==> src/ppsc_pkg.sv <==
// Constants and types shared by the power-state controller files
package ppsc_pkg;
  // ==========================================
  // Register map
  localparam logic [15:0] ADDR_CFG = 16'h018b;
  localparam logic [15:0] ADDR_CMD = 16'h018c;
  localparam logic [15:0] ADDR_PREP_A = 16'h041e;
  localparam logic [15:0] ADDR_PREP_B = 16'h042f;
  localparam int CFG_AUTON_BIT = 6;
  localparam int CFG_SLEEP_BIT = 7;
  localparam int CFG_REMOTE_BIT = 8;
  localparam logic [15:0] CMD_TO_NORMAL = 16'h0001;
  localparam logic [15:0] CMD_TO_STANDBY = 16'h0010;
  localparam logic [15:0] PREP_A_SLEEP = 16'h0100;
  localparam logic [15:0] PREP_B_SLEEP = 16'h0007;
  localparam logic [15:0] CFG_RST = 16'h0000;
  localparam logic [15:0] CMD_RST = 16'h0000;
  localparam logic [15:0] PREP_RST = 16'h0000;
  // ==========================================
  // Timing
  localparam int CLK_PERIOD_NS = 50;
  localparam int WAKE_HOLD_NS = 1250000;
  localparam int WAKE_HOLD_CYC = (WAKE_HOLD_NS + CLK_PERIOD_NS - 1) / CLK_PERIOD_NS;
  // ==========================================
  // Serial management frame
  localparam logic [5:0] MDIO_PRE_BITS = 6'h20;
  localparam logic [4:0] HDR_DECODE_IDX = 5'h0c;
  localparam logic [4:0] HDR_TA_IDX = 5'h0d;
  localparam logic [4:0] HDR_LAST_IDX = 5'h0e;
  localparam logic [4:0] DAT_LAST_IDX = 5'h0f;
  localparam logic [1:0] OP_ADDR = 2'h0;
  localparam logic [1:0] OP_WRITE = 2'h1;
  localparam logic [1:0] OP_RDINC = 2'h2;
  typedef enum logic [1:0] {
    PH_PRE = 2'h0,
    PH_HDR = 2'h1,
    PH_DAT = 2'h3
  } ppsc_phase_t;
  typedef enum logic [1:0] {
    ST_STANDBY = 2'h0,
    ST_NORMAL = 2'h1,
    ST_SLEEP_WAIT = 2'h3,
    ST_SLEEP = 2'h2
  } ppsc_state_t;
endpackage

==> src/ppsc_mgmt_if.sv <==
// Register access path between the management port and the register file
`timescale 1ns/100ps
interface ppsc_mgmt_if;
  logic wr_stb;
  logic [15:0] addr;
  logic [15:0] wdata;
  logic [15:0] rdata;
  logic enable;
  modport port (output wr_stb, addr, wdata, input rdata, enable);
  modport regs (input wr_stb, addr, wdata, output rdata, enable);
endinterface

==> src/ppsc_mgmt_port.sv <==
// Serial management port: indirect-address frames onto the register path
`timescale 1ns/100ps
module ppsc_mgmt_port #(
  parameter logic [4:0] PORT_ADDR = 5'h00
) (
  input wire logic clk_sys,
  input wire logic rst_b,
  input wire logic mdc,
  input wire logic mdio_in,
  output logic mdio_out,
  output logic mdio_oe,
  ppsc_mgmt_if.port bus
);
  logic mdc_q_r;
  logic rise;
  logic [5:0] ones_r;
  logic [4:0] cnt_r;
  logic [15:0] sh_r;
  logic [15:0] sh_nxt;
  logic [15:0] tx_r;
  logic [15:0] addr_r;
  logic [15:0] wdata_r;
  logic wr_r;
  logic [1:0] op_r;
  logic hit_r;
  ppsc_pkg::ppsc_phase_t ph_r;

  assign rise = mdc && !mdc_q_r;
  assign sh_nxt = {sh_r[14:0], mdio_in};
  assign bus.wr_stb = wr_r;
  assign bus.addr = addr_r;
  assign bus.wdata = wdata_r;

  always_ff @(posedge clk_sys or negedge rst_b) begin
    if (!rst_b) begin
      // Reset high, so a clock pin left high gives no false edge
      mdc_q_r <= 1'b1;
    end else begin
      mdc_q_r <= mdc;
    end
  end

  // ==========================================
  // Frame tracking
  always_ff @(posedge clk_sys or negedge rst_b) begin
    if (!rst_b) begin
      ph_r <= ppsc_pkg::PH_PRE;
      ones_r <= 6'h00;
      cnt_r <= 5'h00;
      sh_r <= 16'h0000;
      op_r <= 2'h0;
      hit_r <= 1'b0;
    end else if (!bus.enable) begin
      ph_r <= ppsc_pkg::PH_PRE;
      ones_r <= 6'h00;
      hit_r <= 1'b0;
    end else if (rise) begin
      sh_r <= sh_nxt;
      cnt_r <= cnt_r + 5'h01;
      unique case (ph_r)
        ppsc_pkg::PH_PRE: begin
          if (!mdio_in) begin
            ones_r <= 6'h00;
          end else if (ones_r != ppsc_pkg::MDIO_PRE_BITS) begin
            ones_r <= ones_r + 6'h01;
          end
          if (!mdio_in && ones_r == ppsc_pkg::MDIO_PRE_BITS) begin
            ph_r <= ppsc_pkg::PH_HDR;
            cnt_r <= 5'h00;
          end
        end
        ppsc_pkg::PH_HDR: begin
          if (cnt_r == ppsc_pkg::HDR_DECODE_IDX) begin
            op_r <= sh_nxt[11:10];
            hit_r <= !sh_nxt[12] && sh_nxt[9:5] == PORT_ADDR;
          end
          if (cnt_r == ppsc_pkg::HDR_LAST_IDX) begin
            ph_r <= ppsc_pkg::PH_DAT;
            cnt_r <= 5'h00;
          end
        end
        ppsc_pkg::PH_DAT: begin
          if (cnt_r == ppsc_pkg::DAT_LAST_IDX) begin
            ph_r <= ppsc_pkg::PH_PRE;
            ones_r <= 6'h00;
          end
        end
        default: ph_r <= ppsc_pkg::PH_PRE;
      endcase
    end
  end

  // ==========================================
  // Read drive: zero in second turnaround bit, then data msb first
  always_ff @(posedge clk_sys or negedge rst_b) begin
    if (!rst_b) begin
      mdio_oe <= 1'b0;
      mdio_out <= 1'b0;
      tx_r <= 16'h0000;
    end else if (!bus.enable) begin
      mdio_oe <= 1'b0;
      mdio_out <= 1'b0;
    end else if (rise) begin
      if (ph_r == ppsc_pkg::PH_HDR && cnt_r == ppsc_pkg::HDR_TA_IDX && hit_r && op_r[1]) begin
        mdio_oe <= 1'b1;
        mdio_out <= 1'b0;
        tx_r <= bus.rdata;
      end else if (mdio_oe && !(ph_r == ppsc_pkg::PH_DAT && cnt_r == ppsc_pkg::DAT_LAST_IDX)) begin
        mdio_out <= tx_r[15];
        tx_r <= {tx_r[14:0], 1'b0};
      end else begin
        mdio_oe <= 1'b0;
        mdio_out <= 1'b0;
      end
    end
  end

  // ==========================================
  // Frame end actions
  always_ff @(posedge clk_sys or negedge rst_b) begin
    if (!rst_b) begin
      wr_r <= 1'b0;
      addr_r <= 16'h0000;
      wdata_r <= 16'h0000;
    end else begin
      wr_r <= 1'b0;
      if (rise && hit_r && ph_r == ppsc_pkg::PH_DAT && cnt_r == ppsc_pkg::DAT_LAST_IDX) begin
        if (op_r == ppsc_pkg::OP_ADDR) begin
          addr_r <= sh_nxt;
        end else if (op_r == ppsc_pkg::OP_WRITE) begin
          wr_r <= 1'b1;
          wdata_r <= sh_nxt;
        end else if (op_r == ppsc_pkg::OP_RDINC) begin
          addr_r <= addr_r + 16'h0001;
        end
      end
    end
  end
endmodule

==> src/ppsc_wake_qual.sv <==
// Qualifies a wake pattern from the line by its minimum hold time
`timescale 1ns/100ps
module ppsc_wake_qual #(
  parameter int HOLD_CYC = ppsc_pkg::WAKE_HOLD_CYC
) (
  input wire logic clk_sys,
  input wire logic rst_b,
  input wire logic enable,
  input wire logic pattern,
  output logic wake_r
);
  localparam int CW = $clog2(HOLD_CYC + 1);
  logic [CW-1:0] cnt_r;

  if (HOLD_CYC < 1) begin : g_bad_hold
    $error("HOLD_CYC must be at least one");
  end

  // Any gap in the pattern restarts the count
  always_ff @(posedge clk_sys or negedge rst_b) begin
    if (!rst_b) begin
      cnt_r <= '0;
      wake_r <= 1'b0;
    end else begin
      wake_r <= 1'b0;
      if (!enable || !pattern) begin
        cnt_r <= '0;
      end else if (cnt_r == CW'(HOLD_CYC - 1)) begin
        wake_r <= 1'b1;
        cnt_r <= '0;
      end else begin
        cnt_r <= cnt_r + CW'(1);
      end
    end
  end
endmodule

==> src/ppsc_top.sv <==
// Power-state controller: standby, normal and sleep for a single-pair PHY
//
// Summary of operation
// - After any reset, managed strap leaves the device in standby, either role.
// - Standby keeps coding and attachment sublayers off; management still works.
// - Autonomous strap moves the device to normal right after reset.
// - Writing the autonomous bit of power_mode_config acts like the strap.
// - Managed standby leaves for normal only on command value 0x001 or a write that sets the autonomous bit.
// - Command value 0x0010 forces normal back to standby.
// - Normal enables all functions; link attempts start at once.
// - Sleep disables all but energy detection and loses every register.
// - Sleep is entered only after the supply inhibit removed the supplies.
// - Linked master with remote and sleep bits, wake low, sleeps on energy loss.
// - Slave with sleep bit and wake low sleeps once master goes quiet.
// - Wake input high leaves sleep in either role.
// - Send-S from the partner for 1.25 ms leaves sleep.
// - Send-T from the partner is an equal sleep exit trigger.
`timescale 1ns/100ps
module ppsc_top #(
  parameter int WAKE_HOLD_CYC = ppsc_pkg::WAKE_HOLD_CYC,
  parameter logic [4:0] PORT_ADDR = 5'h00
) (
  input wire logic clk_sys,
  input wire logic rst_b,
  input wire logic strap_autonomous,
  input wire logic strap_master,
  input wire logic wake_in,
  input wire logic energy_det,
  input wire logic send_s_det,
  input wire logic send_t_det,
  input wire logic supply_off,
  input wire logic mdc,
  input wire logic mdio_in,
  output logic mdio_out,
  output logic mdio_oe,
  output logic supply_inhibit_out,
  output logic pcs_pma_en,
  output logic [1:0] power_state
);
  // ==========================================
  // Declarations
  ppsc_mgmt_if bus ();
  ppsc_pkg::ppsc_state_t state_r;
  ppsc_pkg::ppsc_state_t state_nxt;
  logic boot_r;
  logic master_r;
  logic auton_strap_r;
  logic en_r;
  logic [15:0] cfg_r;
  logic [15:0] cmd_r;
  logic [15:0] prep_a_r;
  logic [15:0] prep_b_r;
  logic wr_cfg;
  logic wr_cmd;
  logic wr_prep_a;
  logic wr_prep_b;
  logic cmd_start;
  logic cmd_stop;
  logic auton_set;
  logic armed;
  logic prep_ok;
  logic local_go;
  logic remote_go;
  logic sleep_go;
  logic line_wake;

  function automatic logic reg_hit(input logic [15:0] addr, input logic [15:0] target);
    reg_hit = addr == target;
  endfunction

  // ==========================================
  // Submodules
  ppsc_mgmt_port #(
    .PORT_ADDR(PORT_ADDR)
  ) u_port (
    .clk_sys(clk_sys),
    .rst_b(rst_b),
    .mdc(mdc),
    .mdio_in(mdio_in),
    .mdio_out(mdio_out),
    .mdio_oe(mdio_oe),
    .bus(bus.port)
  );

  // Only energy detection stays alive in sleep, so it gates the pattern
  ppsc_wake_qual #(
    .HOLD_CYC(WAKE_HOLD_CYC)
  ) u_wake (
    .clk_sys(clk_sys),
    .rst_b(rst_b),
    .enable(state_r == ppsc_pkg::ST_SLEEP),
    .pattern(energy_det && (send_s_det || send_t_det)),
    .wake_r(line_wake)
  );

  // ==========================================
  // Register access decode
  // Writes need the port alive, which is never the case in sleep
  assign wr_cfg = bus.wr_stb && reg_hit(bus.addr, ppsc_pkg::ADDR_CFG);
  assign wr_cmd = bus.wr_stb && reg_hit(bus.addr, ppsc_pkg::ADDR_CMD);
  assign wr_prep_a = bus.wr_stb && reg_hit(bus.addr, ppsc_pkg::ADDR_PREP_A);
  assign wr_prep_b = bus.wr_stb && reg_hit(bus.addr, ppsc_pkg::ADDR_PREP_B);
  assign cmd_start = wr_cmd && bus.wdata == ppsc_pkg::CMD_TO_NORMAL;
  assign cmd_stop = wr_cmd && bus.wdata == ppsc_pkg::CMD_TO_STANDBY;
  assign auton_set = wr_cfg && bus.wdata[ppsc_pkg::CFG_AUTON_BIT];
  assign bus.enable = en_r;

  // Autonomous bit reads back the strap as well
  always_comb begin
    bus.rdata = 16'h0000;
    if (reg_hit(bus.addr, ppsc_pkg::ADDR_CFG)) begin
      bus.rdata = cfg_r;
      bus.rdata[ppsc_pkg::CFG_AUTON_BIT] = cfg_r[ppsc_pkg::CFG_AUTON_BIT] || auton_strap_r;
    end else if (reg_hit(bus.addr, ppsc_pkg::ADDR_CMD)) begin
      bus.rdata = cmd_r;
    end else if (reg_hit(bus.addr, ppsc_pkg::ADDR_PREP_A)) begin
      bus.rdata = prep_a_r;
    end else if (reg_hit(bus.addr, ppsc_pkg::ADDR_PREP_B)) begin
      bus.rdata = prep_b_r;
    end
  end

  // ==========================================
  // Sleep entry conditions
  assign armed = cfg_r[ppsc_pkg::CFG_SLEEP_BIT] && !wake_in;
  assign prep_ok = prep_a_r == ppsc_pkg::PREP_A_SLEEP && prep_b_r == ppsc_pkg::PREP_B_SLEEP;
  // Slave role must have the remote bit cleared for a local entry
  assign local_go = armed && prep_ok
                    && (master_r || !cfg_r[ppsc_pkg::CFG_REMOTE_BIT]);
  // Quiet line: master needs the remote bit; a slave only needs silence
  assign remote_go = armed && !energy_det
                     && (master_r ? cfg_r[ppsc_pkg::CFG_REMOTE_BIT] : 1'b1);
  assign sleep_go = local_go || remote_go;

  // ==========================================
  // Power state machine
  always_comb begin
    state_nxt = state_r;
    unique case (state_r)
      ppsc_pkg::ST_STANDBY: begin
        if (boot_r) begin
          state_nxt = strap_autonomous ? ppsc_pkg::ST_NORMAL : ppsc_pkg::ST_STANDBY;
        end else if (cmd_start) begin
          state_nxt = ppsc_pkg::ST_NORMAL;
        end else if (auton_set) begin
          state_nxt = ppsc_pkg::ST_NORMAL;
        end
      end
      ppsc_pkg::ST_NORMAL: begin
        if (cmd_stop) begin
          state_nxt = ppsc_pkg::ST_STANDBY;
        end else if (sleep_go) begin
          state_nxt = ppsc_pkg::ST_SLEEP_WAIT;
        end
      end
      ppsc_pkg::ST_SLEEP_WAIT: begin
        if (wake_in) begin
          state_nxt = ppsc_pkg::ST_NORMAL;
        end else if (supply_off) begin
          state_nxt = ppsc_pkg::ST_SLEEP;
        end
      end
      ppsc_pkg::ST_SLEEP: begin
        if (wake_in || line_wake) begin
          state_nxt = ppsc_pkg::ST_NORMAL;
        end
      end
    endcase
  end

  always_ff @(posedge clk_sys or negedge rst_b) begin
    if (!rst_b) begin
      state_r <= ppsc_pkg::ST_STANDBY;
    end else begin
      state_r <= state_nxt;
    end
  end

  // Straps are caught on the first clock after reset release
  always_ff @(posedge clk_sys or negedge rst_b) begin
    if (!rst_b) begin
      boot_r <= 1'b1;
      master_r <= 1'b0;
      auton_strap_r <= 1'b0;
    end else if (boot_r) begin
      boot_r <= 1'b0;
      master_r <= strap_master;
      auton_strap_r <= strap_autonomous;
    end
  end

  // ==========================================
  // Registers
  // Entering sleep wipes everything; the clear outranks a late write
  always_ff @(posedge clk_sys or negedge rst_b) begin
    if (!rst_b) begin
      cfg_r <= ppsc_pkg::CFG_RST;
      cmd_r <= ppsc_pkg::CMD_RST;
      prep_a_r <= ppsc_pkg::PREP_RST;
      prep_b_r <= ppsc_pkg::PREP_RST;
    end else if (state_nxt == ppsc_pkg::ST_SLEEP) begin
      cfg_r <= ppsc_pkg::CFG_RST;
      cmd_r <= ppsc_pkg::CMD_RST;
      prep_a_r <= ppsc_pkg::PREP_RST;
      prep_b_r <= ppsc_pkg::PREP_RST;
    end else begin
      if (wr_cfg) begin
        cfg_r <= bus.wdata;
      end
      // Only an accepted command is kept, so it reads back the last move
      if ((cmd_start && state_r == ppsc_pkg::ST_STANDBY)
          || (cmd_stop && state_r == ppsc_pkg::ST_NORMAL)) begin
        cmd_r <= bus.wdata;
      end
      if (wr_prep_a) begin
        prep_a_r <= bus.wdata;
      end
      if (wr_prep_b) begin
        prep_b_r <= bus.wdata;
      end
    end
  end

  // ==========================================
  // Outputs, registered from the next state
  always_ff @(posedge clk_sys or negedge rst_b) begin
    if (!rst_b) begin
      pcs_pma_en <= 1'b0;
      supply_inhibit_out <= 1'b0;
      power_state <= ppsc_pkg::ST_STANDBY;
      en_r <= 1'b1;
    end else begin
      pcs_pma_en <= state_nxt == ppsc_pkg::ST_NORMAL;
      supply_inhibit_out <= state_nxt == ppsc_pkg::ST_SLEEP_WAIT
                            || state_nxt == ppsc_pkg::ST_SLEEP;
      power_state <= state_nxt;
      en_r <= state_nxt != ppsc_pkg::ST_SLEEP;
    end
  end
endmodule

==> config.mk <==
export PLATFORM = sky130hd
export DESIGN_NAME = ppsc_top
export DESIGN_NICKNAME = d
export VERILOG_FILES = /design/src/ppsc_pkg.sv /design/src/ppsc_mgmt_if.sv /design/src/ppsc_mgmt_port.sv /design/src/ppsc_wake_qual.sv /design/src/ppsc_top.sv
export SDC_FILE = /design/constraint.sdc
export NUM_CORES = 1
export LEC_CHECK = 0
export BUFFER_PORTS_ARGS = -buffer_cell sky130_fd_sc_hd__buf_2
export CORE_MARGIN = 8
export CORE_UTILIZATION = 40
export DETAILED_ROUTE_END_ITERATION = 10
export GPL_TIMING_DRIVEN = 0
export REMOVE_ABC_BUFFERS = 1
export SLEW_MARGIN = 20
export SYNTH_ARGS = -nofsm -noshare
export SYNTH_HDL_FRONTEND = slang
export SYNTH_SLANG_ARGS = --single-unit
==> constraint.sdc <==
create_clock -name clk_sys -period 3.2 [get_ports clk_sys]
set_input_delay 0.96 -clock clk_sys [delete_from_list [all_inputs] [get_ports clk_sys]]
set_output_delay 0.96 -clock clk_sys [all_outputs]
set_load 0.01 [all_outputs]
; ---- After elaboration in Yosys (flattened, before gate mapping)
; Cells that the tools add are included.
; Widths: inputs -> output; s select.
[totals]
output_inout_bits = 6
reg_bits = 171
input_bits = 11
[classes]
eq_ne = 36
add_sub_neg = 4
n_reduce_logical = 63
muxes = 62
bitwise = 1
[op_table]
columns = operator, count
row1 = $mux 16, 17
row2 = $eq 16x9->1 const B, 3
row3 = $eq 16x11->1 const B, 2
row4 = $mux 15, 2
row5 = $mux 6, 5
row6 = $logic_and 1x1->1, 27
row7 = $mux 2, 13
row8 = $eq 5x4->1 const B, 4
row9 = $mux 1, 19
row10 = $add 16x1->16 const B, 1
row11 = $eq 16x1->1 const B, 1
row12 = $eq 16x3->1 const B, 1
row13 = $eq 16x5->1 const B, 1
row14 = $add 15x1->15 const B, 1
row15 = $eq 15x15->1 const B, 1
row16 = $eq 2x2->1 const B, 6
row17 = $ne 3x2->1 const B, 4
row18 = $pmux 6 s2, 1
row19 = $reduce_and 3->1, 4
row20 = $reduce_and 4->1, 3
row21 = $reduce_bool 2->1, 6
row22 = $mux 5, 2
row23 = $pmux 5 s2, 1
row24 = $logic_not 1->1, 9
row25 = other kinds (16), 32

; ---- Depth between registers and ports, before layout
[depth]
word_depth = 10
depth_mapped = 10
ltp_nobuf = 8

; ---- By module
; A second synthesis with hierarchy kept.
[unflattened]
hier_cells = 854
area_unflattened_um2 = 8637.0
[by_module_without_submodules]
columns = mod, n_inst, seq_area_each_um2, area_per_inst_um2, cells_per_inst
row1 = ppsc_mgmt_port, 1, 2078.2, 4341.7, 402
row2 = ppsc_top, 1, 1804.2, 3494.6, 373
row3 = ppsc_wake_qual, 1, 400.4, 800.8, 79

; ---- Worst setup path after synthesis
; OpenSTA, ideal clock, no wires.
[synth_path]
path_kind = register to register
start = reg u_port.cnt_r[0]
end = reg u_port.wdata_r[11] (netlist: u_port.bus.wdata[11])
setup_ns = 0.125
n_path_buf = 1
stages_incl_launch_ff = 8
arrival_ns = 2.385
slack_ns = 0.690
t_required_ns = 3.075
path_cell_list = dfrtp_1 -> ha_1 -> and3_1 -> ha_1 -> nand3_1 -> nor4_2 -> clkbuf_1 -> mux2_2
[synth_via]
elab_chain_len = 3
[synth_rtl]
columns = item, line_no
row1 = start: declaration, ppsc_mgmt_port.sv:17  ; logic [4:0] cnt_r;
row2 = start signal: assignment, ppsc_mgmt_port.sv:59  ; cnt_r <= cnt_r + 5'h01;
row3 = $eq 5x4->1, ppsc_mgmt_port.sv:127  ; if (rise && hit_r && ph_r == ppsc_pkg::PH_DAT && cnt_r == ppsc_pkg::DAT_LAST_IDX) begin
row4 = $logic_and 1x1->1, ppsc_mgmt_port.sv:127
row5 = $reduce_and 3->1 (no line), --
row6 = end signal: assignment, ppsc_mgmt_port.sv:132  ; wdata_r <= sh_nxt;
row7 = end: declaration, ppsc_mgmt_port.sv:22  ; logic [15:0] wdata_r;
; No other way between the ends.
; A chain may end at the register's enable or synchronous reset.

; ---- Worst setup path after layout
[layout_path]
start = in mdc
end = reg u_port.tx_r[11]
[layout_via]
elab_chain_len = 2
[layout_rtl]
columns = item, line_no
row1 = start: declaration, ppsc_top.sv:32  ; input wire logic mdc,
row2 = $logic_and 1x1->1, ppsc_mgmt_port.sv:28  ; assign rise = mdc && !mdc_q_r;
row3 = $reduce_and 3->1 (no line), --
row4 = end signal: assignment, ppsc_mgmt_port.sv:107  ; tx_r <= bus.rdata;
row5 = end signal: assignment, ppsc_mgmt_port.sv:110  ; tx_r <= {tx_r[14:0], 1'b0};
row6 = end: declaration, ppsc_mgmt_port.sv:20  ; logic [15:0] tx_r;
; No other way between the ends.

==> flow_summary.ini <==
[status]
outcome = complete, no violations

[floorplan]
start_util = 0.4080
dieArea_um2 = 25490
coreArea_um2 = 20230
die_h_um = 159.7
core.rowCount = 52
pin_count = 17
die_x_um = 159.7

[yosys]
syn_area_per_cell_um2 = 9.793
ys.flop_type = dfrtp_1
synth-compound-area-share = 0.1303
synth-xor-area-share = 0.01379
synth_top_area_share = 0.5092
synth_warnings = 0
synth_area_um2 = 8255
synth.distinct_cells = 70
synth_area_leaders = dfrtp_1, nand2_1, a21oi_1
synth_edf_count = 0
synth_cells = 843
synthMuxAreaShare = 0.06032
ys_ff_latch = 171
ys_seq_area_frac = 0.5188
ys_async_sr_fraction = 1.000
synth_fa_ha_area_frac = 0.01667
synth_top_family_by_area = simple AND/OR/NAND/NOR gates
yosys.area_share.simple = 0.2239
yosys.area.top_type = dfrtp_1

[critical_path]
crit_required_ns = 3.50
r2r_start = u_port.bus.addr[6]
endpoint_kind = flop
crit_fanout = 20
arrival_ns = 3.23
start_kind = input port
crit_type = input port to flop
r2r-end = u_port.tx_r[1]
ff2ff_path_depth = 5
startpoint = mdc
rrSetupSlack_ns = 0.29

[grt]
grt_use_total = 0.1692
grt_max_degree = 95
grt_overflow = 0
antenna_found_initial = 0
grt_pass1_vias = 6321
grt_first_pass_wirelength_um = 34930

[clocking]
htree_levels = 4
cts.clk_slew.worst_paths_ns = 0.07
clock-sinks = 171
cts_inserted_buffers = 17
cts_buffer_depth = 2
postCtsSetupBuffers = 0
cts_tree = yes
worstSkewPairLatency_ns = 0.44
root_buffer = clkbuf_16

[sta]
setup_violations = 0
worst_pin_slew_ns = 1.059
rsz0062_at_grt = no
relSlewSlack = 0.2935
hold_viol = 0
fmax_mhz = 341.3
fin_crit_ns = 2.930
final_max_slew_viol_count = 0
fin_skew_ns = 0.01200
fin_tns_setup_ns = 0
timing.final.crit_share = 0.9156

[final_layout]
nFillCells = 1900
post-route-util = 0.4581
drive_above_1_share = 0.1259
fin_nets = 859
area_delta_synth_final_pct = 12.29
stdcell_count = 1120
num_antenna_cells = 0

[drt]
drtPass1Iterations = 5
viasPerCell = 5.624
routed_wirelength_um = 20860
ant_nets = 0
drcViolationCount = 0
first_iter_violations = 544
via_count = 6299
wire_per_inst_um = 18.63

[placed_design]
dpl.hpwl_um = 13760
place_inst = 1088
io_buffers = 16
gp_congestion = 0.8035

[power]
clkPwrFrac = 0.330
p_comb_frac = 0.164
p_seq_frac = 0.506
p_int_mw = 4.280
power_density_nw_per_um2 = 670.5
p_sw_mw = 1.936
power_leakage_nw = 4.122
ir_drop_mv = 0.3981
netSwitchingFraction = 0.3114

[min_path]
min_path_type = input port to async pin

[run]
maxCapViolCount = 0
-- state kept, by name (all words and copies together) (netlist names), 5 cells and up --
signal            cells
prep_b_r             16
prep_a_r             16
u_port.cnt_r          5
cmd_r                16
u_port.tx_r          16
u_port.bus.addr      16
u_port.sh_r          15
u_port.ones_r         6
u_wake.cnt_r         15
cfg_r                16
u_port.bus.wdata     16
-- cell families after synthesis --
kind of cell    Yosys count
flops                   171
other cells               1
compound gates          175
xor+xnor                 13
fa+ha+maj                11
buf+inv                  71
simple gates            354
mux                      47
-- per-stage QoR --
step | setup WS [ns] | total power, mW | hold WS (ns) | area, um2
after floorplan | -0.8571 | 3.744 | 0.4329 | 8039
after global placement | -3.457 | 4.129 | 0.4447 | 8457
after detailed placement | -0.7376 | 4.200 | 0.4570 | 8662
after CTS | 0.1283 | 6.259 | 0.3262 | 9255
after global routing | 0.07132 | 6.586 | 0.3286 | 9270
final | 0.2701 | 6.216 | 0.3343 | 9270
-- cell usage after synthesis, drive strengths merged (3+ instances only) --
cell type	instances
dfrtp	168
nand2	111
a21oi	83
nor2	53
nand3	52
clkbuf	43
o21ai	40
mux2i	25
and3	22
mux2	22
or4	22
inv	21
and2	20
a222oi	14
nand4	12
nor4	12
ha	11
o22ai	10
nor3	9
buf	7
nor2b	7
xor2	7
nand2b	6
xnor2	6
nor4b	5
or2	4
dfstp	3
nand4b	3
o221a	3
o2bb2ai	3
o31ai	3
o32ai	3
or3	3
-- timing repair --
item,CTS,global route
cloned,0,0
hold buffers,0,0
setup endpoints to repair,16,16
resized for setup,2,2
-- power by group through the flow --
| stage | logic [mW] | clock network, mW | registers, mW |
|---|---|---|---|
| floorplan | 0.722 | 0 | 3.02 |
| global placement | 0.955 | 0 | 3.17 |
| detailed placement | 1.03 | 0 | 3.17 |
| CTS | 1.03 | 2.09 | 3.14 |
| global route | 1.19 | 2.17 | 3.23 |
| finish | 1.02 | 2.05 | 3.15 |
-- critical path, cell delays in order --
cell and delay, ns:
buf_2 0.10, nor2b_1 0.67, and2_2 0.57, nand2_1 0.51, a21oi_1 0.31, a21oi_1 0.10
-- placed cells by master, fill, tap and decap left out, types with 4 or more instances in the layout --
cell	Yosys	routed
a21oi_1	83	81
nor3_1	9	7
nand3_1	51	51
or4_1	20	20
xor2_1	7	7
nand4_1	12	12
inv_6	0	4
nor4_1	10	10
and2_1	19	18
buf_16	0	4
mux2_2	22	22
clkbuf_16	0	17
ha_1	11	11
buf_2	3	15
nand2b_1	6	6
a222oi_1	14	14
and3_1	21	21
nor2_1	53	52
o22ai_1	10	10
xnor2_1	6	6
o21ai_0	39	39
or2_2	4	4
nand2_1	111	110
nor2b_1	7	7
nor4b_1	4	4
dfrtp_1	168	168
mux2i_1	25	25
inv_1	21	21
-- per-layer routing --
layer / GRT usage / part of all wire / up-vias
met1: 0.2362 / 0.47 / 3094
met3: 0.03188 / 0.048 / 27
met4: 0.05832 / 0.018 / 0
met2: 0.2588 / 0.46 / 151
li1: - / - / 3027
met5: 0 / 0 / -
-- final cells by class --
class / count / area [um2] / area share
Clock buffer: 20 / 456.7 / 0.04926
Clock inverter: 12 / 132.6 / 0.01431
Inverter: 21 / 78.83 / 0.008503
Multi-Input combinational cell: 601 / 3732 / 0.4026
Sequential cell: 171 / 4283 / 0.4620
Tap cell: 270 / 337.8 / 0.03644
Timing Repair Buffer: 25 / 249.0 / 0.02686
-- worst max path at each step --
stage | depth (start not counted) | end | slack [ns]
after CTS | 6 | u_port.tx_r[1] | 0.13
final | 6 | u_port.tx_r[11] | 0.27
after global routing | 9 | u_port.bus.addr[10] | 0.07
after detailed placement | 6 | u_port.tx_r[11] | -0.74
after floorplan | 5 | cmd_r[10] | -0.86
after global placement | 6 | cmd_r[6] | -3.46
(Power assumes the default switching activity.)
